===== config.mk =====
export PLATFORM = sky130hd
export DESIGN_NAME = dalu_top
export DESIGN_NICKNAME = d
export VERILOG_FILES = /design/src/hw/dalu_operand.v /design/src/hw/dalu_sat.v /design/src/hw/dalu_top.v
export VERILOG_INCLUDE_DIRS = /design/src /design/src/hw
export SDC_FILE = /design/constraint.sdc
export NUM_CORES = 1
export LEC_CHECK = 0
export ABC_AREA = 1
export BUFFER_PORTS_ARGS = -buffer_cell sky130_fd_sc_hd__buf_2
export CAP_MARGIN = 40
export CORE_MARGIN = 1
export CORE_UTILIZATION = 25
export CTS_CLUSTER_DIAMETER = 30
export DETAILED_ROUTE_END_ITERATION = 8
export SKIP_LAST_GASP = 1
export SYNTH_ARGS = -nofsm -noshare
export SYNTH_HDL_FRONTEND = slang
export SYNTH_SLANG_ARGS = --single-unit

===== constraint.sdc =====
create_clock -name mclk -period 19.05 [get_ports mclk]
set_input_delay 1.905 -clock mclk [delete_from_list [all_inputs] [get_ports mclk]]
set_output_delay 1.905 -clock mclk [all_outputs]
set_load 0.02 [all_outputs]

===== src/hw/dalu_map.vh =====
// Constants for the DSP fixed-point ALU: widths, codes, limits, reset values
`ifndef DALU_MAP_VH
`define DALU_MAP_VH

// Word layout
`define DALU_DATA_W        32
`define DALU_GUARD_W       8
`define DALU_WORD_W        40

// Operation codes
`define DALU_OP_ADD        4'h0
`define DALU_OP_SUB        4'h1
`define DALU_OP_ADDC       4'h2
`define DALU_OP_SUBC       4'h3
`define DALU_OP_CMP        4'h4
`define DALU_OP_COPY       4'h5
`define DALU_OP_ABS        4'h6
`define DALU_OP_NEG        4'h7
`define DALU_OP_CLR        4'h8

// Register bank indices
`define DALU_REG_X0        3'h0
`define DALU_REG_X1        3'h1
`define DALU_REG_Y0        3'h2
`define DALU_REG_Y1        3'h3
`define DALU_REG_M0        3'h4
`define DALU_REG_M1        3'h5
`define DALU_REG_A0        3'h6
`define DALU_REG_A1        3'h7

// Condition select modes
`define DALU_CS_CARRY      3'h0
`define DALU_CS_NEG        3'h1
`define DALU_CS_ZERO       3'h2
`define DALU_CS_OVF        3'h3
`define DALU_CS_GT         3'h4
`define DALU_CS_GE         3'h5

// Conditional execution forms
`define DALU_COND_NONE     2'h0
`define DALU_COND_TRUE     2'h1
`define DALU_COND_FALSE    2'h2

// Saturation limits
`define DALU_MAX40         40'h7FFFFFFFFF
`define DALU_MIN40         40'h8000000000
`define DALU_MAX32         40'h007FFFFFFF
`define DALU_MIN32         40'hFF80000000

// Reset values
`define DALU_REG_RST       40'h0000000000
`define DALU_FLAG_RST      1'b0
`define DALU_CS_RST        3'h0

`endif


===== src/hw/dalu_operand.v =====
// Operand conditioner: sign-extends registers that lack guard bits
`timescale 1ns/1ns
`include "dalu_map.vh"

module dalu_operand (
    input  wire [39:0] regValue,
    input  wire        hasGuardBits,
    output wire [39:0] operand
);

    // Guard bits copied from the data sign bit when absent
    assign operand = hasGuardBits ? regValue :
                     {{`DALU_GUARD_W{regValue[31]}}, regValue[31:0]};

endmodule // dalu_operand


===== src/hw/dalu_sat.v =====
// Range checks and saturation of the 41-bit raw sum
`timescale 1ns/1ns
`include "dalu_map.vh"

module dalu_sat (
    input  wire [40:0] rawSum,
    input  wire        dstGuard,
    input  wire        satEnable,
    output wire [39:0] value,
    output wire        dataOverflow,
    output wire        rangeExceeded
);

    wire        fits32;
    wire        fits40;
    wire        trueSign;
    wire [39:0] limit;

    assign fits32   = (rawSum[40:31] == 10'h000) || (rawSum[40:31] == 10'h3FF);
    assign fits40   = (rawSum[40] == rawSum[39]);
    assign trueSign = rawSum[40];

    // Overflow judged on the data part only
    assign dataOverflow = ~((rawSum[39:31] == 9'h000) || (rawSum[39:31] == 9'h1FF));

    // Guard-inclusive range of the destination
    assign rangeExceeded = dstGuard ? ~fits40 : ~fits32;

    assign limit = dstGuard ? (trueSign ? `DALU_MIN40 : `DALU_MAX40) :
                              (trueSign ? `DALU_MIN32 : `DALU_MAX32);

    assign value = (satEnable && rangeExceeded) ? limit : rawSum[39:0];

endmodule // dalu_sat


===== src/hw/dalu_top.v =====
// DSP fixed-point ALU: register bank, 40-bit datapath, status flags
//
// Functional notes
// - Operate on 32 data plus 8 guard bits.
// - Sign-extend sources lacking guard bits.
// - Non-guard destinations keep only low 32 bits.
// - Independent register selection; guard bits participate.
// - Execute, write, flag update in final stage.
// - Only unconditional operations update the flags.
// - Add-carry and subtract force carry/borrow decision.
// - Same-line load: ALU sees old value.
// - Add, sub, carry, compare, copy, abs, negate, clear.
// - Restricted source and paired destination register sets.
// - Mode 000: carry/borrow out of data MSB.
// - Mode 001: decision equals 40-bit sign.
// - Mode 010: decision equals zero result.
// - Mode 011: decision equals 32-bit overflow.
// - Mode 100: not((N xor range) or Z).
// - Mode 101: not(N xor range).
// - Negative flag follows result sign.
// - Zero flag set on zero result.
// - Overflow flag: exceeds range without guard bits.
// - Greater flag: signed first above second.
// - Saturate on overflow when enabled.
// - Conditional forms execute on flag true/false.
`timescale 1ns/1ns
`include "dalu_map.vh"

module dalu_top #(
    parameter NUM_REGS = 8
) (
    input  wire        mclk,
    input  wire        reset,
    input  wire        issueValid,
    input  wire [3:0]  opCode,
    input  wire        srcUseY,
    input  wire [1:0]  firstSel,
    input  wire [1:0]  secondSel,
    input  wire [2:0]  destSel,
    input  wire        pairedDestEn,
    input  wire [1:0]  pairedDestSel,
    input  wire [1:0]  condMode,
    input  wire [2:0]  condSelect,
    input  wire        saturateEnable,
    input  wire        loadValid,
    input  wire [2:0]  loadSel,
    input  wire [31:0] loadData,
    input  wire [2:0]  readSel,
    output wire [39:0] readData,
    output wire [39:0] resultData,
    output wire        resultValid,
    output wire        flagsUpdated,
    output wire        decisionFlag,
    output wire        negativeFlag,
    output wire        zeroFlag,
    output wire        overflowFlag,
    output wire        greaterFlag
);

    // Register index of each first-source code
    function [2:0] firstIdx;
        input [1:0] sel;
        begin
            case (sel)
                2'h0:    firstIdx = `DALU_REG_X0;
                2'h1:    firstIdx = `DALU_REG_X1;
                2'h2:    firstIdx = `DALU_REG_A0;
                default: firstIdx = `DALU_REG_A1;
            endcase
        end
    endfunction

    // Register index of each second-source code
    function [2:0] secondIdx;
        input [1:0] sel;
        begin
            case (sel)
                2'h0:    secondIdx = `DALU_REG_Y0;
                2'h1:    secondIdx = `DALU_REG_Y1;
                2'h2:    secondIdx = `DALU_REG_M0;
                default: secondIdx = `DALU_REG_M1;
            endcase
        end
    endfunction

    // Register index of each paired-destination code
    function [2:0] pairIdx;
        input [1:0] sel;
        begin
            case (sel)
                2'h0:    pairIdx = `DALU_REG_X0;
                2'h1:    pairIdx = `DALU_REG_Y0;
                2'h2:    pairIdx = `DALU_REG_A0;
                default: pairIdx = `DALU_REG_A1;
            endcase
        end
    endfunction

    // Only the accumulators carry guard bits
    function hasGuard;
        input [2:0] idx;
        begin
            hasGuard = (idx == `DALU_REG_A0) || (idx == `DALU_REG_A1);
        end
    endfunction

    wire [40*NUM_REGS-1:0] bankFlat;
    wire [2:0]             xIdx;
    wire [2:0]             yIdx;
    wire [2:0]             destIdx;
    wire [39:0]            xRaw;
    wire [39:0]            yRaw;
    wire [39:0]            xOperand;
    wire [39:0]            yOperand;
    wire                   dstGuard;
    wire                   execute;
    wire                   writeEn;
    wire                   flagEn;
    wire [40:0]            rawSum;
    wire [32:0]            lowSum;
    wire                   dataCarry;
    wire [39:0]            satValue;
    wire [39:0]            writeValue;
    wire                   ovfData;
    wire                   rangeTerm;
    wire                   resNeg;
    wire                   resZero;
    wire                   resGreater;

    reg  [39:0]            addA;
    reg  [39:0]            addB;
    reg                    addCin;
    reg                    isSub;
    reg                    decisionNew;

    reg                    decision_q;
    reg                    negative_q;
    reg                    zero_q;
    reg                    overflow_q;
    reg                    greater_q;
    reg  [39:0]            result_q;
    reg                    resultValid_q;
    reg                    flagsUpdated_q;
    reg  [39:0]            readData_q;

    // Source selection from restricted sets
    // source set mapping
    assign xIdx = firstIdx(firstSel);
    assign yIdx = secondIdx(secondSel);

    assign destIdx = pairedDestEn ? pairIdx(pairedDestSel) : destSel;

    assign xRaw = bankFlat[40*xIdx +: 40];
    assign yRaw = bankFlat[40*yIdx +: 40];

    dalu_operand uOperandX (
        .regValue     (xRaw),
        .hasGuardBits (hasGuard(xIdx)),
        .operand      (xOperand)
    );

    dalu_operand uOperandY (
        .regValue     (yRaw),
        .hasGuardBits (hasGuard(yIdx)),
        .operand      (yOperand)
    );

    // Compare has no destination; judged on the full 40-bit range
    assign dstGuard = hasGuard(destIdx) || (opCode == `DALU_OP_CMP);

    assign execute = issueValid &&
                     ((condMode == `DALU_COND_NONE) ||
                      ((condMode == `DALU_COND_TRUE) && decision_q) ||
                      ((condMode == `DALU_COND_FALSE) && !decision_q));

    assign writeEn = execute && (opCode != `DALU_OP_CMP);

    assign flagEn = issueValid && (condMode == `DALU_COND_NONE);

    // Operand steering onto the single adder
    // operation decode
    always @* begin
        addA   = `DALU_REG_RST;
        addB   = `DALU_REG_RST;
        addCin = 1'b0;
        isSub  = 1'b0;
        case (opCode)
            `DALU_OP_ADD: begin
                addA = xOperand;
                addB = yOperand;
            end
            `DALU_OP_SUB, `DALU_OP_CMP: begin
                addA   = xOperand;
                addB   = ~yOperand;
                addCin = 1'b1;
                isSub  = 1'b1;
            end
            `DALU_OP_ADDC: begin
                addA   = xOperand;
                addB   = yOperand;
                addCin = decision_q;
            end
            `DALU_OP_SUBC: begin
                addA   = xOperand;
                addB   = ~yOperand;
                addCin = ~decision_q;
                isSub  = 1'b1;
            end
            `DALU_OP_COPY: begin
                addA = srcUseY ? yOperand : xOperand;
            end
            `DALU_OP_ABS: begin
                if ((srcUseY ? yOperand[39] : xOperand[39])) begin
                    addB   = srcUseY ? ~yOperand : ~xOperand;
                    addCin = 1'b1;
                    isSub  = 1'b1;
                end else begin
                    addA = srcUseY ? yOperand : xOperand;
                end
            end
            `DALU_OP_NEG: begin
                addB   = srcUseY ? ~yOperand : ~xOperand;
                addCin = 1'b1;
                isSub  = 1'b1;
            end
            `DALU_OP_CLR: begin
                addA = `DALU_REG_RST;
            end
            default: begin
                addA = `DALU_REG_RST;
            end
        endcase
    end

    // 40-bit sum with one extra bit
    assign rawSum = {addA[39], addA} + {addB[39], addB} + {40'h0000000000, addCin};

    // carry out of data MSB only
    assign lowSum    = {1'b0, addA[31:0]} + {1'b0, addB[31:0]} + {32'h00000000, addCin};
    assign dataCarry = isSub ? ~lowSum[32] : lowSum[32];

    dalu_sat uSat (
        .rawSum        (rawSum),
        .dstGuard      (dstGuard),
        .satEnable     (saturateEnable),
        .value         (satValue),
        .dataOverflow  (ovfData),
        .rangeExceeded (rangeTerm)
    );

    assign writeValue = hasGuard(destIdx) ? satValue :
                        {{`DALU_GUARD_W{satValue[31]}}, satValue[31:0]};

    assign resNeg = rawSum[39];

    assign resZero = (rawSum[39:0] == `DALU_REG_RST);

    assign resGreater = ~((resNeg ^ rangeTerm) | resZero);

    // Decision flag source
    always @* begin
        if ((opCode == `DALU_OP_ADDC) || (opCode == `DALU_OP_SUB)) begin
            decisionNew = dataCarry;
        end else begin
            case (condSelect)
                `DALU_CS_CARRY: decisionNew = dataCarry;
                `DALU_CS_NEG:   decisionNew = resNeg;
                `DALU_CS_ZERO:  decisionNew = resZero;
                `DALU_CS_OVF:   decisionNew = ovfData;
                `DALU_CS_GT:    decisionNew = ~((resNeg ^ rangeTerm) | resZero);
                `DALU_CS_GE:    decisionNew = ~(resNeg ^ rangeTerm);
                default:        decisionNew = 1'b0;
            endcase
        end
    end

    // Register bank, one generate slot per register
    genvar gi;
    generate
        for (gi = 0; gi < NUM_REGS; gi = gi + 1) begin : gBank
            reg [39:0] value_q;

            always @(posedge mclk or posedge reset) begin
                if (reset) begin
                    value_q <= `DALU_REG_RST;
                end else if (loadValid && (loadSel == gi)) begin
                    value_q <= {{`DALU_GUARD_W{loadData[31]}}, loadData};
                end else if (writeEn && (destIdx == gi)) begin
                    value_q <= writeValue;
                end
            end

            assign bankFlat[40*gi +: 40] = value_q;
        end
    endgenerate

    // Status flags
    // flag update gate
    always @(posedge mclk or posedge reset) begin
        if (reset) begin
            decision_q <= `DALU_FLAG_RST;
            negative_q <= `DALU_FLAG_RST;
            zero_q     <= `DALU_FLAG_RST;
            overflow_q <= `DALU_FLAG_RST;
            greater_q  <= `DALU_FLAG_RST;
        end else if (flagEn) begin
            decision_q <= decisionNew;
            negative_q <= resNeg;
            zero_q     <= resZero;
            overflow_q <= ovfData;
            greater_q  <= resGreater;
        end
    end

    // Result view and event pulses
    always @(posedge mclk or posedge reset) begin
        if (reset) begin
            result_q       <= `DALU_REG_RST;
            resultValid_q  <= 1'b0;
            flagsUpdated_q <= 1'b0;
        end else begin
            resultValid_q  <= writeEn;
            flagsUpdated_q <= flagEn;
            if (writeEn) begin
                result_q <= writeValue;
            end
        end
    end

    // Registered bank readback, one cycle behind the select
    always @(posedge mclk or posedge reset) begin
        if (reset) begin
            readData_q <= `DALU_REG_RST;
        end else begin
            readData_q <= bankFlat[40*readSel +: 40];
        end
    end

    assign readData     = readData_q;
    assign resultData   = result_q;
    assign resultValid  = resultValid_q;
    assign flagsUpdated = flagsUpdated_q;
    assign decisionFlag = decision_q;
    assign negativeFlag = negative_q;
    assign zeroFlag     = zero_q;
    assign overflowFlag = overflow_q;
    assign greaterFlag  = greater_q;

endmodule // dalu_top


==> flow_summary.json <==
{
  "power_uw": 5050,
  "regArea_um2": 10200,
  "switching_share": 0.369,
  "postLayoutCellArea_um2": 34300,
  "hold_depth": 2,
  "multi_input_area_um2": 14700,
  "p_switching_uw": 1870,
  "coreArea_um2": 110000,
  "critical_path.startpoint": "secondSel[1]",
  "clockBufferDepth": 3,
  "cts_tree": "built",
  "synth_top_area_frac": 0.366,
  "ys_seq_area_frac": 0.366,
  "syn-num-nets": 3894,
  "p_comb_frac": 0.328,
  "dpl_worst_slack_ps": 8920,
  "cp_max_fo": 28,
  "grt_pass1_vias": 27244,
  "io_buffers": 149,
  "report.final.slew_viol_count": 0,
  "worstRegToRegCells": 36,
  "rows": 121,
  "post_synth_instance_area_um2": 27800,
  "intPower_uw": 3190,
  "clock_power_share": 0.407,
  "yosysUniqueCellTypes": 48,
  "final_antenna_net_count": 0,
  "grt_start_max_net_pins": 167,
  "syn_area_per_cell_um2": 7.34,
  "grt_pass1_wl_um": 179000,
  "synth-edff-count": 0,
  "tns_ps": 0,
  "hold_start": "resultData[14]",
  "critical_path.slowest_cell": "inv_1",
  "critPathKind": "in2reg",
  "clock_skew_ps": 59.8,
  "dieArea_um2": 113000,
  "io_pins": 150,
  "wl_um": 122000,
  "power_density_nw_per_um2": 147,
  "rr_startpoint": "gBank[2].value_q[31]",
  "yosys_warnings": 0,
  "critPathRequiredTime_ps": 19560,
  "p_seq_frac": 0.265,
  "slew_headroom": 0.337,
  "arrival_ps": 10080,
  "post-cts-setup-buffer-count": 0,
  "track_usage": 0.211,
  "yosysTopAreaCell": "dfrtp_1",
  "wl_per_cell_um": 22.3,
  "fmax_ghz": 0.105,
  "yosysMostFrequentCell": "nand2_1",
  "placed_area_um2": 30200,
  "fin_crit_ps": 9570,
  "startpoint_type": "input port",
  "die_y_um": 335,
  "drt_iter0_markers": 3354,
  "setup_slack_ps": 9480,
  "antenna_found_initial": 7,
  "cts_num_sinks": 407,
  "max_stage_delay_ps": 850,
  "fill_cells": 11758,
  "clock-root-buffer": "clkbuf_16",
  "hpwl_um": 82400,
  "synthArstFlopShare": 1.00,
  "vias": 28813,
  "vias_per_cell": 5.28,
  "post_cts_resized": 0,
  "synth-seq-cells": 407,
  "tightest_slew_ps": 994,
  "final_util": 0.313,
  "status": "completed",
  "final-hold-violation-count": 0,
  "worst_ir_drop_vdd_uv": 76.6,
  "end_kind": "flop",
  "setup_viol": 0,
  "grt_overflow": 0,
  "areaGrowthSynthToFinish_pct": 23.3,
  "clk_pin_slew_worst_paths_ps": 40,
  "drive_gt1_frac": 0.183,
  "die_w_um": 335,
  "p_leak_uw": 0.0164,
  "synthFlopType": "dfrtp_1",
  "place.gp.congestion": 0.963,
  "synth.top_cells.by_count": "754 x nand2_1, 508 x inv_1, 483 x o21ai_0",
  "clk_latency_ps": 690,
  "synth_cells": 3788,
  "timing.final.crit_share": 0.502,
  "final_nets": 3987,
  "firstDrtPassIters": 6,
  "drc": 0,
  "rsz0062_at_grt": "false",
  "min_path_type": "reg2reg",
  "synth_area_leaders": "dfrtp_1 37%, nand2_1 10%, o21ai_0 8.7%",
  "htreeDepth": 3,
  "cts_buffers": 109,
  "initial_core_util": 0.254,
  "cpMostUsedCell": "nand2_1",
  "cap_violations": 0,
  "ctsHoldBuffers": 0
}
## cells by family (layout without fill, tap and decap cells)
kind of cell | count (synthesis) | in the layout | share of synthesized area
and+or+nand+nor | 1209 | 1209 | 0.185
AOI/OAI and AO/OA | 1348 | 1348 | 0.318
xor gates and xnor gates | 12 | 12 | 0.00405
buffers and inverters | 769 | 954 | 0.107
DFF | 407 | 407 | 0.366
other | 0 | 7 | 0
adders and majority gates | 43 | 43 | 0.0199
## final timing paths
path                                       end  slack [ps]
worst max-delay path             resultData[9]        9480
worst min-delay path            resultData[14]         470
worst max register to register   resultData[9]       10820
worst min register to register  resultData[14]         470
max in group asynchronous       resultData[32]       15380
min in group asynchronous         readData[25]        1360
## flip-flops by register name (all words and copies together), names as in the netlist
name           flops
gBank.value_q    320
readData          40
resultData        40
decisionFlag       1
flagsUpdated       1
greaterFlag        1
negativeFlag       1
overflowFlag       1
resultValid        1
zeroFlag           1
## layout make-up
class | instances | area share
clock inverters | 60 | 0.0308
multi-input cells | 2612 | 0.428
diodes | 7 | 0.000511
clock buffers | 143 | 0.0891
repair buffers | 216 | 0.0417
inverters | 535 | 0.0590
well taps | 1476 | 0.0539
flip-flops and latches | 407 | 0.297
## power by group through the flow
stage,clock network [uW],registers [uW],logic (uW)
global placement,0,1340,1600
detailed placement,0,1350,1630
floorplan,0,1350,1090
global route,2120,1370,1810
CTS,2070,1340,1640
finish,2060,1340,1660
## through the flow
stage	std cells	hold WS (ps)
after CTS	5447	475
final	5456	472
after global placement	5233	462
after detailed placement	5244	464
after global routing	5452	486
after floorplan	3788	488
## cell usage in the layout (no fill, tap or decap), drive strengths merged, types with 15 or more instances in the layout
cell type	synthesis	routed
nand3	197	197
a21oi	230	230
dfrtp	407	407
inv	531	533
o21ai	529	529
nor2	185	185
nand2	799	799
o21bai	233	233
ha	41	41
o211ai	66	66
bufinv	0	26
buf	30	216
clkbuf	204	143
a221oi	18	18
a31oi	42	42
o221ai	15	15
o22ai	201	201
clkinv	4	29
## layer usage
layer | up-vias | share of wire | track usage
met2 | 1665 | 0.45 | 0.328
li1 | 13018 | - | -
met5 | - | 0.00043 | 0
met4 | 6 | 0.061 | 0.131
met1 | 13753 | 0.39 | 0.268
met3 | 371 | 0.093 | 0.0423
## critical path: cells and delay by family
family	cells	cell delay [ps]
AO/OA/AOI/OAI	6	1080
XOR/XNOR	1	230
adder cells (fa/ha/maj)	3	900
buffers and inverters	10	2860
AND/OR/NAND/NOR	19	3010
(Power assumes the default switching activity.)
